`src/rtl/sli_pkg.sv`:
```
// Purpose: Constants for the switch status indicator controller
// Assumes: 250 MHz system clock
// Notes:   Blink periods derived from rates in times per second
package sli_pkg;
   localparam int unsigned CLK_HZ         = 250_000_000;
   localparam int unsigned FAST_PER_SEC   = 4;
   localparam int unsigned SLOW_PER_SEC   = 2;
   localparam int unsigned SWEEP_STEP_MS  = 250;
   // Half periods in clock cycles
   localparam int unsigned FAST_HALF_CYC  = CLK_HZ / (2 * FAST_PER_SEC);
   localparam int unsigned SLOW_HALF_CYC  = CLK_HZ / (2 * SLOW_PER_SEC);
   localparam int unsigned SWEEP_STEP_CYC = (CLK_HZ / 1000) * SWEEP_STEP_MS;
   localparam int unsigned CNT_W          = 26;
   localparam int unsigned NUM_COPPER     = 6;
   localparam int unsigned NUM_FIBER      = 3;
   localparam int unsigned NUM_SYS_LAMPS  = 2;
   localparam logic [1:0]  SWEEP_LAST     = 2'h2;
   localparam logic [4:0]  IRQ_RESET      = 5'h00;
   // Register offsets and interrupt bit positions
   localparam logic [3:0]  ADDR_STATUS    = 4'h0;
   localparam logic [3:0]  ADDR_MASK      = 4'h4;
   localparam logic [3:0]  ADDR_LAMPS     = 4'h8;
   localparam int unsigned EV_MASTER_BLINK = 0;
   localparam int unsigned EV_CPLR_BLINK   = 1;
   localparam int unsigned EV_LOCATOR      = 2;
   localparam int unsigned EV_FILE_XFER    = 3;
   localparam int unsigned EV_PORT_DOWN    = 4;
   localparam int unsigned NUM_EV          = 5;
endpackage

```
`src/rtl/sli_status_indicator.sv`:
```
// Purpose: Drives front panel role and port lamps from switch status flags
// Assumes: Status flags come from logic on clk_sys
// Notes:   Lamp outputs are registered; one level interrupt output
// Notes on behaviour
// - Master lamp steady on for master, head or root; off otherwise.
// - Master lamp blinks 4/s after taking ring master on ring failure.
// - Master lamp blinks 4/s when chain head and chain failed.
// - Master lamp blinks 4/s when ring member and its ring port down.
// - Master lamp blinks 4/s when chain member/tail and head-end port down.
// - Coupler lamp steady green for coupling, dual homing or chain tail.
// - Coupler lamp blinks 4/s when chain tail and chain failed.
// - Coupler lamp blinks 4/s when chain member/head and tail-end port down.
// - Coupler lamp off when coupling, dual homing and tail role all disabled.
// - Locator blinks all system lamps green, amber, red together at 2/s.
// - File transfer sweeps system lamps through green, amber, red in turn.
// - Copper upper lamp green on at 100M link, blinks 4/s with traffic.
// - Copper lower lamp amber on at 10M link, blinks 4/s with traffic.
// - Port lamps off when port inactive or link down.
// - Fiber green lamp on at 100M, blinks 4/s with traffic.
//
// The implementer's own choices: the strobed register port and the placing of the registers.
`timescale 1ns/10ps
module sli_status_indicator
   import sli_pkg::*;
(
   input  wire logic                  clk_sys,
   input  wire logic                  srst,
   input  wire logic                  clkEn,
   input  wire logic                  ringMaster,
   input  wire logic                  ringMasterTakeover,
   input  wire logic                  ringMember,
   input  wire logic                  ringPortDown,
   input  wire logic                  chainHead,
   input  wire logic                  chainTail,
   input  wire logic                  chainMember,
   input  wire logic                  chainFailed,
   input  wire logic                  headPortDown,
   input  wire logic                  tailPortDown,
   input  wire logic                  rstpRoot,
   input  wire logic                  couplingEn,
   input  wire logic                  dualHomingEn,
   input  wire logic                  locatorActive,
   input  wire logic                  fileXferActive,
   input  wire logic [NUM_COPPER-1:0] cuLink,
   input  wire logic [NUM_COPPER-1:0] cuSpeed100,
   input  wire logic [NUM_COPPER-1:0] cuActivity,
   input  wire logic [NUM_FIBER-1:0]  fxLink,
   input  wire logic [NUM_FIBER-1:0]  fxActivity,
   input  wire logic [3:0]            regAddr,
   input  wire logic [31:0]           regWdata,
   input  wire logic                  regWr,
   input  wire logic                  regRd,
   output logic [31:0]                regRdata,
   output logic                       irq,
   output logic                       masterLampGreen,
   output logic                       couplerLampGreen,
   output logic [NUM_SYS_LAMPS-1:0]   sysLampAmber,
   output logic [NUM_SYS_LAMPS-1:0]   sysLampRed,
   output logic [NUM_COPPER-1:0]      cuUpperGreen,
   output logic [NUM_COPPER-1:0]      cuLowerAmber,
   output logic [NUM_FIBER-1:0]       fxGreen
);

   logic [CNT_W-1:0]      fastCnt_ff;
   logic [CNT_W-1:0]      sweepCnt_ff;
   logic                  fastPh_ff;
   logic                  slowPh_ff;
   logic [1:0]            sweepIdx_ff;
   logic                  sweepOn_ff;
   logic [NUM_EV-1:0]     status_ff;
   logic [NUM_EV-1:0]     mask_ff;
   logic [NUM_EV-1:0]     evPrev_ff;
   logic [NUM_EV-1:0]     evNow;
   logic                  masterBlink;
   logic                  masterSteady;
   logic                  cplrBlink;
   logic                  cplrSteady;
   logic                  nxt_master;
   logic                  nxt_cplr;
   logic                  nxt_green;
   logic                  nxt_amber;
   logic                  nxt_red;
   logic [NUM_COPPER-1:0] nxt_cuUp;
   logic [NUM_COPPER-1:0] nxt_cuLo;
   logic [NUM_FIBER-1:0]  nxt_fx;
   logic [NUM_SYS_LAMPS-1:0] lampsVec;

   // Lamp state for a link with optional traffic blink
   function automatic logic linkLamp(input logic up, input logic act, input logic ph);
      linkLamp = up & (~act | ph);
   endfunction

   // Single free divider: fast phase toggles, slow phase toggles every second fast toggle
   always_ff @(posedge clk_sys) begin
      if (srst) begin
         fastCnt_ff <= '0;
         fastPh_ff  <= 1'b0;
         slowPh_ff  <= 1'b0;
      end else if (clkEn) begin
         if (fastCnt_ff == CNT_W'(FAST_HALF_CYC - 1)) begin
            fastCnt_ff <= '0;
            fastPh_ff  <= ~fastPh_ff;
            if (fastPh_ff) begin
               slowPh_ff <= ~slowPh_ff;
            end
         end else begin
            fastCnt_ff <= fastCnt_ff + CNT_W'(1);
         end
      end
   end

   // File transfer sweep: each colour on then off, in turn
   always_ff @(posedge clk_sys) begin
      if (srst) begin
         sweepCnt_ff <= '0;
         sweepIdx_ff <= 2'h0;
         sweepOn_ff  <= 1'b1;
      end else if (clkEn) begin
         if (!fileXferActive) begin
            sweepCnt_ff <= '0;
            sweepIdx_ff <= 2'h0;
            sweepOn_ff  <= 1'b1;
         end else if (sweepCnt_ff == CNT_W'(SWEEP_STEP_CYC - 1)) begin
            sweepCnt_ff <= '0;
            sweepOn_ff  <= ~sweepOn_ff;
            if (!sweepOn_ff) begin
               sweepIdx_ff <= (sweepIdx_ff == SWEEP_LAST) ? 2'h0 : sweepIdx_ff + 2'h1;
            end
         end else begin
            sweepCnt_ff <= sweepCnt_ff + CNT_W'(1);
         end
      end
   end

   // Role lamp decisions
   always_comb begin
      masterBlink  = ringMasterTakeover
                   | (chainHead & chainFailed)
                   | (ringMember & ringPortDown)
                   | ((chainMember | chainTail) & headPortDown);
      masterSteady = ringMaster | chainHead | rstpRoot;
      cplrBlink    = (chainTail & chainFailed)
                   | ((chainMember | chainHead) & tailPortDown);
      cplrSteady   = couplingEn | dualHomingEn | chainTail;
   end

   // Next lamp values with overlay priority
   always_comb begin
      nxt_master = masterBlink ? fastPh_ff : masterSteady;
      nxt_cplr   = cplrBlink ? fastPh_ff : cplrSteady;
      nxt_amber  = 1'b0;
      nxt_red    = 1'b0;
      nxt_green  = 1'b0;
      if (locatorActive) begin
         nxt_green  = slowPh_ff;
         nxt_amber  = slowPh_ff;
         nxt_red    = slowPh_ff;
         nxt_master = nxt_green;
         nxt_cplr   = nxt_green;
      end else if (fileXferActive) begin
         nxt_green  = sweepOn_ff & (sweepIdx_ff == 2'h0);
         nxt_amber  = sweepOn_ff & (sweepIdx_ff == 2'h1);
         nxt_red    = sweepOn_ff & (sweepIdx_ff == SWEEP_LAST);
         nxt_master = nxt_green;
         nxt_cplr   = nxt_green;
      end
      for (int i = 0; i < NUM_COPPER; i++) begin
         nxt_cuUp[i] = linkLamp(cuLink[i] & cuSpeed100[i],
                                cuActivity[i], fastPh_ff);
         nxt_cuLo[i] = linkLamp(cuLink[i] & ~cuSpeed100[i],
                                cuActivity[i], fastPh_ff);
      end
      for (int i = 0; i < NUM_FIBER; i++) begin
         nxt_fx[i] = linkLamp(fxLink[i], fxActivity[i], fastPh_ff);
      end
   end

   // Registered lamp outputs
   always_ff @(posedge clk_sys) begin
      if (srst) begin
         masterLampGreen  <= 1'b0;
         couplerLampGreen <= 1'b0;
         sysLampAmber     <= '0;
         sysLampRed       <= '0;
         cuUpperGreen     <= '0;
         cuLowerAmber     <= '0;
         fxGreen          <= '0;
      end else if (clkEn) begin
         masterLampGreen  <= nxt_master;
         couplerLampGreen <= nxt_cplr;
         sysLampAmber     <= {NUM_SYS_LAMPS{nxt_amber}};
         sysLampRed       <= {NUM_SYS_LAMPS{nxt_red}};
         cuUpperGreen     <= nxt_cuUp;
         cuLowerAmber     <= nxt_cuLo;
         fxGreen          <= nxt_fx;
      end
   end

   // Event sources for sticky status
   always_comb begin
      evNow                  = '0;
      evNow[EV_MASTER_BLINK] = masterBlink;
      evNow[EV_CPLR_BLINK]   = cplrBlink;
      evNow[EV_LOCATOR]      = locatorActive;
      evNow[EV_FILE_XFER]    = fileXferActive;
      evNow[EV_PORT_DOWN]    = ringPortDown | headPortDown | tailPortDown;
   end

   // Sticky status, write one to clear, set wins
   always_ff @(posedge clk_sys) begin
      if (srst) begin
         status_ff <= IRQ_RESET;
         evPrev_ff <= IRQ_RESET;
      end else if (clkEn) begin
         evPrev_ff <= evNow;
         status_ff <= (status_ff & ~((regWr && regAddr == ADDR_STATUS) ?
                       regWdata[NUM_EV-1:0] : IRQ_RESET)) | (evNow & ~evPrev_ff);
      end
   end

   // Mask register
   always_ff @(posedge clk_sys) begin
      if (srst) begin
         mask_ff <= IRQ_RESET;
      end else if (clkEn && regWr && regAddr == ADDR_MASK) begin
         mask_ff <= regWdata[NUM_EV-1:0];
      end
   end

   assign lampsVec = {masterLampGreen, couplerLampGreen};

   // Read data and interrupt
   always_ff @(posedge clk_sys) begin
      if (srst) begin
         regRdata <= '0;
         irq      <= 1'b0;
      end else if (clkEn) begin
         irq      <= |(status_ff & mask_ff);
         regRdata <= '0;
         if (regRd) begin
            unique case (regAddr)
               ADDR_STATUS: regRdata <= {27'h000_0000, status_ff};
               ADDR_MASK:   regRdata <= {27'h000_0000, mask_ff};
               ADDR_LAMPS:  regRdata <= {30'h0000_0000, lampsVec};
               default:     regRdata <= '0;
            endcase
         end
      end
   end

endmodule

```
`config.mk`:
```
export PLATFORM = sky130hd
export DESIGN_NAME = sli_status_indicator
export DESIGN_NICKNAME = d
export VERILOG_FILES = /design/src/rtl/sli_pkg.sv /design/src/rtl/sli_status_indicator.sv
export SDC_FILE = /design/constraint.sdc
export NUM_CORES = 1
export LEC_CHECK = 0
export BUFFER_PORTS_ARGS = -buffer_cell sky130_fd_sc_hd__buf_2
export CAP_MARGIN = 10
export CORE_MARGIN = 5
export CORE_UTILIZATION = 40
export CTS_BUF_LIST = sky130_fd_sc_hd__clkbuf_2
export CTS_CLUSTER_SIZE = 12
export DETAILED_ROUTE_END_ITERATION = 10
export PLACE_DENSITY = 0.68
export SLEW_MARGIN = 20
export SYNTH_ARGS = -nofsm -noshare
export SYNTH_HDL_FRONTEND = slang
export SYNTH_SLANG_ARGS = --single-unit
```
`constraint.sdc`:
```
create_clock -name clk_sys -period 1.8 [get_ports clk_sys]
set_input_delay 0.09 -clock clk_sys [delete_from_list [all_inputs] [get_ports clk_sys]]
set_output_delay 0.09 -clock clk_sys [all_outputs]
set_load 0.1 [all_outputs]
```
Word-level counts from Yosys, hierarchy flattened:

Index checks and enable logic that the tools add are counted.

* add/sub/neg operators: 3
* equality and inequality tests: 8
* muxes and demuxes: 22
* bitwise logic cells: 80
* reductions and logical operators: 10

Operator list (count)
* $mux 26: 3
* $add 26x1->26 const B: 2
* $and 1x1->1: 35
* $eq 26x25->1 const B: 1
* $eq 26x26->1 const B: 1
* $or 1x1->1: 21
* $not 1->1: 18
* $and 5x5->5: 3
* $pmux 5 s3: 1
* $mux 1: 12
* $mux 5: 2
* $not 5->5: 2
* $mux 2: 4
* $reduce_and 3->1: 2
* $or 5x5->5: 1
* $reduce_or 5->1: 1
* $eq 4x3->1 const B: 1
* $eq 4x4->1 const B: 1
* $logic_not 4->1: 1
* $reduce_and 2->1: 2
* $logic_and 1x1->1: 3
* $add 2x1->2 const B: 1
* $eq 2x1->1 const B: 1
* $eq 2x2->1 const B: 1
* other kinds (3): 3

* bits in registers: 124
* output and inout bits: 54
* word-level logic and storage cells: 141

Logic depth before layout (Yosys ltp):

Gate-level depths: netlist (run 1).

* depth after elaboration: 7
* mapped depth: 8

Least setup slack after synthesis (run 1):

OpenSTA, ideal clock, no wires.

* kind: reg2reg
* start point: register sweepCnt_ff[3]
* end point: register sweepCnt_ff[18]
* library setup time: 0.118 ns
* data arrival time: 1.644 ns
* data required time: 1.682 ns
* path slack: 0.038 ns
* cell stages (with the launch flop): 7
* period minus slack after synthesis: 1.762 ns
* cell sequence: dfxtp_1 buf_2 nand4_1 or3_1 or4_1 a21oi_1 o2bb2ai_1

* word-level cells in the longest chain between the ends: 3
* elaborated cells on any way between the ends: 4
* classes of those cells: add/sub (1); eq/ne (1); mux (2)

Ends and longest elaborated chain
* from (decl): line sli_status_indicator.sv:65 `logic [CNT_W-1:0] sweepCnt_ff;`
* from (signal assigned): line sli_status_indicator.sv:130 `sweepCnt_ff <= sweepCnt_ff + CNT_W'(1);`
* $add 26x1->26 or $eq 26x26->1 (tied branches): line sli_status_indicator.sv:130, sli_status_indicator.sv:123
* $mux 26 (*): line sli_status_indicator.sv:123 `end else if (sweepCnt_ff == CNT_W'(SWEEP_STEP_CYC - 1)) begin`
* $mux 26 (*): line sli_status_indicator.sv:119 `if (!fileXferActive) begin`

Every way passes the cells marked *; elsewhere a longest branch is shown, timed or not.
A chain may end at the register's enable or synchronous reset.

Final worst setup path (run 1):

* start point: register fastCnt_ff[21]
* end point: register fastCnt_ff[3]

* word-level cells in the longest chain between the ends: 2

Ends and longest elaborated chain
* from (decl): line sli_status_indicator.sv:64 `logic [CNT_W-1:0] fastCnt_ff;`
* from (signal assigned): line sli_status_indicator.sv:107 `fastCnt_ff <= fastCnt_ff + CNT_W'(1);`
* $eq 26x25->1: line sli_status_indicator.sv:100 `if (fastCnt_ff == CNT_W'(FAST_HALF_CYC - 1)) begin`
* $mux 26: line sli_status_indicator.sv:100

Every way passes these cells.

==> results of run 1 <==
[Yosys cell counts (11+ instances only)]
cell type  instances
nor4_1            14
inv_1             18
nor3_1            16
buf_4             32
nand3_1           24
clkbuf_1          15
dfxtp_1           97
xor2_1            14
nand2_1           66
xnor2_1           25
nand4_1           14
nor2_1            85
mux2i_1           11
a21oi_1           43
and3_1            11
[worst max-delay path by stage]
stage	startpoint	endpoint	slack, ns	depth (start not counted)
after floorplan	sweepCnt_ff[3]	sweepCnt_ff[18]	0.04	6
after global placement	sweepCnt_ff[8]	sweepCnt_ff[23]	-0.05	5
after detailed placement	sweepCnt_ff[9]	sweepCnt_ff[15]	-0.08	6
after CTS	sweepCnt_ff[9]	sweepCnt_ff[15]	-0.04	6
after global routing	fastCnt_ff[1]	fastCnt_ff[5]	-0.1	7
final	fastCnt_ff[21]	fastCnt_ff[3]	-0.04	6
[kinds of logic after synthesis]
family / after synthesis
xor+xnor: 39
simple gates: 276
other cells: 1
fa+ha+maj: 2
compound gates: 95
buf+inv: 74
flops: 97
mux: 13
[final cells by class]
cell class                      instances  area [um2]  area share (%)
Inverter                               19        75.1            1.11
Clock buffer                            9        45.0           0.666
Sequential cell                        97        1970            29.1
Tap cell                              147         184            2.72
Timing Repair Buffer                  204        1540            22.7
Clock inverter                          7        78.8            1.17
Multi-Input combinational cell        452        2880            42.5
[power by group through the flow]
| stage | Sequential, mW | Clock, mW | Combinational [mW] |
|---|---|---|---|
| floorplan | 2.37 | 0 | 0.479 |
| global placement | 2.26 | 0 | 0.687 |
| detailed placement | 2.26 | 0 | 0.695 |
| CTS | 2.22 | 1.15 | 0.779 |
| global route | 2.22 | 1.24 | 0.866 |
| finish | 2.22 | 1.12 | 0.825 |
[metrics by stage]
step / setup WS, ns / util, % / area, um2
after floorplan: 0.0384 / - / 4920
after global placement: -0.0496 / 47.7 / 5680
after detailed placement: -0.0771 / 47.7 / 5680
after CTS: -0.0391 / 53.9 / 6430
after global routing: -0.0990 / 56.8 / 6770
final: -0.0448 / 56.8 / 6770
[critical path: cells and delay by family, from the launching register on]
family,cells,cell delay (ns)
buf+inv,1,0.20
simple gates,5,1.20
flops,1,0.38
[sequential cells by signal, summed over array words and instances (netlist names)]
register	flops
fastCnt_ff	26
sweepCnt_ff	26
cuLowerAmber	6
cuUpperGreen	6
evPrev_ff	5
mask_ff	5
regRdata	5
status_ff	5
fxGreen	3
sweepIdx_ff	2
couplerLampGreen	1
fastPh_ff	1
irq	1
masterLampGreen	1
slowPh_ff	1
sweepOn_ff	1
sysLampAmber	1
sysLampRed	1
[repair_timing]
| item | CTS | global route |
|---|---|---|
| setup buffers | 1 | 3 |
| pin swaps | 6 | 26 |
| hold buffers | 54 | 0 |
| resized for setup | 23 | 64 |
| setup endpoints to repair | 50 | 65 |
| hold endpoints to repair | 49 | 0 |
| gates cloned | 0 | 2 |
[metal layers]
metal | vias up | global-route usage [%] | routed length, um
met5 | - | 0 | 0
met2 | 180 | 33.7 | 7530
met4 | 0 | 6.44 | 346
met3 | 36 | 5.14 | 847
li1 | 2412 | - | -
met1 | 2375 | 22.5 | 5870
==> flow_summary.yaml, run 1 <==
run_status:
  outcome: "complete, but fails checks"
  violations: "negative setup slack"
worst_setup_path:
  r2r_start: "fastCnt_ff[21]"
  cp_slowest_cell: "or4_4"
  cp-end-kind: "flip-flop"
  cpPeakStageDelay_ns: 0.54
  critPathArrivalTime_ns: 2.36
  path_cells: "or4_4, nor4_4, nand4_1, nand2_2, clkbuf_16, nor2_2"
  reg2regPathDepth: 6
  critPathLaunchType: "flip-flop"
  critPathRequiredTime_ns: 2.32
  critPathMaxFanout: 6
  crit_type: "flip-flop to flip-flop"
  reg2reg_slack_ns: -0.04
  worstReg2RegEnd: "fastCnt_ff[3]"
power:
  p_clk_share_pct: 26.9
  leakagePower_nw: 2.69
  ir_worst_vdd_v: 0.000357
  combinationalPowerShare_pct: 19.8
  total_power_mw: 4.16
  power_density_mw_per_mm2: 615
  p_seq_share_pct: 53.2
  switchingPower_mw: 1.41
  internal_power_mw: 2.75
  swShare_pct: 34.0
synth:
  async_reset_ff_share_pct: 0
  ys_warn_count: 0
  synthAdderAreaFrac_pct: 0.519
  ys_types: 58
  synthMuxAreaShare_pct: 2.75
  synthSimpleGateAreaFrac_pct: 28.5
  synth_xor_area_share_pct: 7.08
  synth_top_family_by_area: "simple AND/OR/NAND/NOR gates"
  postSynthAreaPerCell_um2: 8.08
  synth_top_area_share_pct: 40.2
  synthTopCellsByArea: "dfxtp_1, nor2_1, nand2_1, buf_4, xnor2_1"
  synth_seq_cells: 97
  synth_top_cell_by_area: "dfxtp_1"
  synth_ff_type: "dfxtp_1"
  synth-edff-count: 0
  ys_seq_area_share_pct: 40.2
  netlist_area_mm2: 0.00483
  synth_cells: 597
  synth_compound_area_share_pct: 12.4
routing:
  drc: 0
  via_count: 5003
  firstDrtPassIters: 5
  wl_per_cell_um: 15.6
  viasPerCell: 5.35
  ant_nets: 0
  drt_wl_total_um: 14600
  first_iter_violations: 375
layout:
  finalNonFillerCells: 935
  fillCellCount: 1014
  nNetsFinal: 865
  final_common_cell: "dfxtp_1"
  num_antenna_cells: 0
  drive_gt1_share_pct: 29.6
  final_cell_mix: "dfxtp_1, buf_2, nor2_1"
  area_growth_pct: 40.2
global_route:
  overflow: 0
  track_usage_pct: 19.1
  grt_pass1_wl_um: 22600
  antenna_found_initial: 0
  grt_max_degree: 28
  grt_pass1_vias: 4838
floorplan:
  start_util_pct: 40.5
  num_io_pins: 134
  row_count: 40
  fp.dieArea_mm2: 0.0144
  die_w_um: 120
  coreArea_mm2: 0.0119
  dieHeight_um: 120
place:
  numPlacedInstances: 860
  dpl.hpwl_um: 9290
  place_congestion: 0.907
  portBuffers: 79
min_path:
  hold_start: "ringPortDown"
  min_path_cells: 4
  hold_path_end: "status_ff[4]"
  hold_class: "input port to flip-flop"
clocking:
  cts_tree: "built"
  cts-root-buf: "clkbuf_2"
  cts_buffers: 9
  numClockSinks: 97
  htreeDepth: 3
  clkTransAtPathRegs_ns: 0.26
  clock_path_buffers: 2
  clkLatencyLatePin_ns: 0.59
sta:
  fin_tns_setup_ns: -0.679
  final_max_slew_viol_count: 0
  rsz0062_at_grt: "true"
  worst_slew_pin_slew_ns: 0.758
  hold_ws_ns: 0.0629
  hold_violations: 0
  post-route-min-period_ns: 1.84
  clock_skew_ns: 0.0213
  setup_ws_ns: -0.0448
  slew_headroom_pct: 48.2
  period_share_pct: 102
  fmax_mhz: 542
  setup_viol: 27
run:
  cap_violations: 0
No activity file was read; power rests on OpenSTA's default activity.
==> run 2, diff against run 1 <==
Settings changed: CORE_ASPECT_RATIO set to 0.7.
==> run 2 against run 1 <==
The run still ends with negative setup slack left. Utilization rose by 1.2 points. Global-route usage fell by 0.62 points. Count of clock-buffer cells in the layout did not move. Via count fell by 1.9%. Non-clock buffer count fell by 5. Sequential power barely moved. Flip-flop and latch count did not move. Total power fell by 2.1%. Critical path depth did not move. Register-to-register slack improved by 0.02 ns. Critical endpoint is now fastCnt_ff[12].
==> flow_summary.yaml, run 2 (synthesis gave the netlist of run 1 again) <==
layout:
  final_cell_mix: "dfxtp_1, buf_2, nand2_1"
  area_growth_pct: 41.4
  drive_gt1_share_pct: 30.7
  reg_top3: "fastCnt_ff: 26 flops, sweepCnt_ff: 26 flops"
  nNetsFinal: 861
  multi_input_area_mm2: 0.00294
  num_antenna_cells: 0
  regArea_mm2: 0.00199
  fillCellCount: 996
  finalNonFillerCells: 941
worst_setup_path:
  cp_slowest_cell: "or4_4"
  critPathRequiredTime_ns: 2.30
  critPathLaunchType: "flip-flop"
  cpPeakStageDelay_ns: 0.54
  path_cells: "or4_4, nor4_4, nand4_1, nand2_4, clkbuf_16, nor2_2"
  r2r_start: "fastCnt_ff[21]"
  reg2regPathDepth: 6
  cp-end-kind: "flip-flop"
  critPathMaxFanout: 6
  reg2reg_slack_ns: -0.03
  critPathArrivalTime_ns: 2.32
  worstReg2RegEnd: "fastCnt_ff[12]"
  crit_type: "flip-flop to flip-flop"
min_path:
  hold_start: "regAddr[0]"
  hold_class: "input port to flip-flop"
  hold_path_end: "regRdata[4]"
  min_path_cells: 6
global_route:
  overflow: 0
  track_usage_pct: 18.5
  grt_pass1_wl_um: 22100
  antenna_found_initial: 0
  grt_pass1_vias: 4768
  grt_max_degree: 40
floorplan:
  dieHeight_um: 102
  row_count: 33
  coreArea_mm2: 0.0118
  num_io_pins: 134
  start_util_pct: 41.0
  fp.dieArea_mm2: 0.0144
  die_w_um: 141
sta:
  hold_violations: 0
  final_max_slew_viol_count: 0
  rsz0062_at_grt: "true"
  period_share_pct: 101
  fmax_mhz: 548
  worst_slew_pin_slew_ns: 0.513
  clock_skew_ns: 0.0353
  hold_ws_ns: 0.0325
  setup_ws_ns: -0.0252
  slew_headroom_pct: 66.1
  setup_viol: 7
  post-route-min-period_ns: 1.83
place:
  dpl.hpwl_um: 9410
  place_congestion: 0.897
  portBuffers: 79
  numPlacedInstances: 861
routing:
  viasPerCell: 5.22
  wl_per_cell_um: 15.3
  drc: 0
  first_iter_violations: 263
  firstDrtPassIters: 5
  via_count: 4909
  drt_wl_total_um: 14400
  ant_nets: 0
clocking:
  cts_tree: "built"
  htreeDepth: 3
  numClockSinks: 97
  clkTransAtPathRegs_ns: 0.27
  cts-root-buf: "clkbuf_2"
  clkLatencyLatePin_ns: 0.59
  clock_path_buffers: 2
  cts_buffers: 9
run:
  cap_violations: 0
run_status:
  violations: "negative setup slack"
  outcome: "complete, but fails checks"
power:
  total_power_mw: 4.07
  power_density_mw_per_mm2: 597
  ir_worst_vdd_v: 0.000366
  leakagePower_nw: 2.67
## run 2: changes by cell type in the layout (fill, tap and decap cells not counted), moves of 2 or more
cell | before | now
dfxtp_1 | 85 | 79
nor2_1 | 70 | 62
and4_1 | 7 | 5
dfxtp_4 | 4 | 11
nor2_4 | 10 | 18
and4_4 | 2 | 4
dlygate4sd3_1 | 54 | 56
buf_6 | 6 | 4
buf_4 | 62 | 56
## run 2: power breakdown
| group | total (mW) | switching [mW] | internal (mW) |
|---|---|---|---|
| clock | 1.03 | 0.815 | 0.212 |
| sequential | 2.21 | 0.0285 | 2.18 |
| combinational | 0.838 | 0.608 | 0.230 |
## run 2: final cells by class
cell class | count | share of cell area, %
inverter | 19 | 1.10
clock inverter | 7 | 0.898
tap | 157 | 2.88
sequential | 97 | 29.2
multi-input combinational | 452 | 43.1
timing repair buffer | 199 | 22.1
timing repair inverter | 1 | 0.110
clock buffer | 9 | 0.660
## run 2: layer usage
layer | share of wire (%) | GRT usage [%]
met2 | 47 | 31.1
met1 | 45 | 24.0
met3 | 6.1 | 4.58
met4 | 1.9 | 5.14
met5 | 0 | 0
## run 2: worst max path at each step
stage,startpoint,end,slack [ns]
floorplan,sweepCnt_ff[3],sweepCnt_ff[18],0.04
global placement,sweepCnt_ff[12],sweepCnt_ff[15],-0.02
detailed placement,fastCnt_ff[21],fastCnt_ff[9],-0.06
CTS,sweepCnt_ff[13],sweepCnt_ff[20],-0.06
global route,fastCnt_ff[21],fastCnt_ff[12],-0.1
finish,fastCnt_ff[21],fastCnt_ff[12],-0.03
## run 2: repair_timing
action	in CTS	in global routing
endpoints found under the hold margin	48	1
cloned	0	4
pin swaps	1	36
hold buffers	55	1
setup endpoints to repair	38	58
setup buffers	1	3
resized for setup	14	105
## run 2: worst max-delay path: cells and delay by family (launching register included)
kind	cells	cell delay, ns
DFF	1	0.39
and+or+nand+nor	5	1.16
buffers and inverters	1	0.19
## run 2: metrics by stage
step	cell area [um2]	worst slack (ns)	setup TNS (ns)	util, %
after floorplan	4920	0.0384	0	-
after global placement	5620	-0.0197	-0.0226	47.8
final	6830	-0.0252	-0.0832	58.0
after CTS	6320	-0.0627	-0.248	53.7
after global routing	6830	-0.0984	-1.88	58.0
after detailed placement	5620	-0.0628	-1.54	47.8
==> run 3, diff against run 2 <==
Settings changed: REMOVE_ABC_BUFFERS set to 1.
==> run 3 against run 2 <==
Setup slack better by 0.027 ns. Die area stayed put. Global-route usage is 0.65 points higher. Hold slack worse by 0.0054 ns. Register-to-register slack better by 0.03 ns. Count of clock-buffer cells in the layout is 1 higher. Via count is 0.18% higher. Sequential share of layout area is 0.97 points higher. Clock power is 35% higher. Maximum frequency is 1.5% higher. Sequential power hardly changed. The run now ends clean.
==> flow_summary.yaml, run 3 (synthesis gave the netlist of run 1 again) <==
floorplan:
  coreArea_mm2: 0.0118
  dieHeight_um: 102
  fp.dieArea_mm2: 0.0144
  die_w_um: 141
  row_count: 33
  start_util_pct: 41.0
  num_io_pins: 134
sta:
  setup_viol: 0
  period_share_pct: 99.9
  hold_ws_ns: 0.0271
  hold_violations: 0
  clock_skew_ns: 0.0268
  fmax_mhz: 556
  fin_tns_setup_ns: 0
  slew_headroom_pct: 64.5
  final_max_slew_viol_count: 0
  post-route-min-period_ns: 1.80
  worst_slew_pin_slew_ns: 0.533
  rsz0062_at_grt: "true"
worst_setup_path:
  path_cells: "buf_4, and4_4, nand3_4, or4_4, or3b_1, nand3_2"
  r2r_start: "sweepCnt_ff[6]"
  cp-end-kind: "flip-flop"
  crit_type: "flip-flop to flip-flop"
  reg2regPathDepth: 6
  critPathArrivalTime_ns: 2.38
  critPathMaxFanout: 4
  critPathRequiredTime_ns: 2.38
  cp_slowest_cell: "dfxtp_4"
  crit_start: "sweepCnt_ff[6]"
  cpPeakStageDelay_ns: 0.44
  path_buf_inv: 1
  cp.depth: 6
  critPathLaunchType: "flip-flop"
  critPathTopFamily: "simple AND/OR/NAND/NOR gates"
power:
  leakagePower_nw: 2.62
  total_power_mw: 4.39
  ir_worst_vdd_v: 0.000377
  power_density_mw_per_mm2: 666
routing:
  viasPerCell: 5.28
  drt_wl_total_um: 14300
  via_count: 4918
  drc: 0
  wl_per_cell_um: 15.4
  ant_nets: 0
  firstDrtPassIters: 5
  first_iter_violations: 416
global_route:
  grt_max_degree: 31
  track_usage_pct: 19.2
  antenna_found_initial: 0
  grt_pass1_wl_um: 22600
  grt_pass1_vias: 4826
  overflow: 0
clocking:
  cts_tree: "built"
  clock_path_buffers: 2
  numClockSinks: 97
  clkLatencyLatePin_ns: 0.61
  cts_buffers: 9
  cts-root-buf: "clkbuf_2"
  htreeDepth: 3
  clkTransAtPathRegs_ns: 0.29
layout:
  fillCellCount: 1023
  final_common_cell: "nor2_1"
  drive_gt1_share_pct: 28.4
  nNetsFinal: 852
  area_growth_pct: 36.7
  reg_top3: "fastCnt_ff: 26 flops, sweepCnt_ff: 26 flops"
  final_cell_mix: "nor2_1, buf_2, dfxtp_1"
  num_antenna_cells: 0
place:
  dpl.hpwl_um: 9670
  portBuffers: 79
  place_congestion: 0.928
min_path:
  hold_class: "input port to flip-flop"
  hold_start: "clkEn"
  min_path_cells: 4
run_status:
  outcome: "complete, no violations"
run:
  cap_violations: 0
run 3: cell types whose count changed in the layout (fill, tap and decap cells not counted), sizes merged:
cell	previous run	this run
inv	21	19
clkinv	3	0
bufinv	0	3
dlygate4sd3	56	51
clkbuf	11	10
buf	141	140
run 3: what timing repair did:
action | in CTS | in global routing
buffers inserted | 0 | 5
pin swaps | 4 | 9
endpoints found under the setup margin | 53 | 53
resized for setup | 30 | 43
endpoints found under the hold margin | 49 | 0
hold buffers | 51 | 0
run 3: per-layer routing:
metal,share of wire [%],global-route usage [%]
met2,48,32.2
met4,1.8,5.36
met1,44,24.8
met5,0,0
met3,6.3,4.58
run 3: layout make-up:
cell class	instances	area, um2	area share (%)
flip-flops and latches	97	1990	30.2
well taps	157	196	2.98
repair buffers	191	1380	20.9
clock inverters	6	114	1.73
multi-input cells	452	2790	42.3
clock buffers	10	50.0	0.759
inverters	19	75.1	1.14
run 3: report_power, final:
part / internal [mW] / leakage, nW / switching (mW) / total, mW
Combinational: 0.208 / 1.73 / 0.587 / 0.795
Clock: 0.606 / 0.0888 / 0.784 / 1.39
Sequential: 2.18 / 0.799 / 0.0275 / 2.21
run 3: path summary, 6_finish.rpt:
| check | to | slack (ns) |
|---|---|---|
| worst max-delay path | sweepCnt_ff[20] | 0.001 |
| worst min-delay path | fastCnt_ff[1] | 0.03 |
| worst max register to register | sweepCnt_ff[20] | 0.001 |
| worst min register to register | evPrev_ff[3] | 0.48 |
run 3: through the flow:
step | instance area [um2] | std cells | util (%) | setup slack, ns
6_report | 6600 | 932 | 56.1 | 0.00128
5_1_grt | 6600 | 932 | 56.1 | -0.0681
4_1_cts | 6370 | 927 | 54.2 | 0.00663
3_5_place_dp | 5620 | 860 | 47.7 | -0.102
3_3_place_gp | 5620 | 860 | 47.7 | -0.0821
2_1_floorplan | 4590 | 568 | - | -0.115
run 3: worst reg2reg max path, delay by kind of cell (launching register included):
family	cells	cell delay, ns
buffers and inverters	1	0.12
DFF	1	0.44
and+or+nand+nor	5	1.22
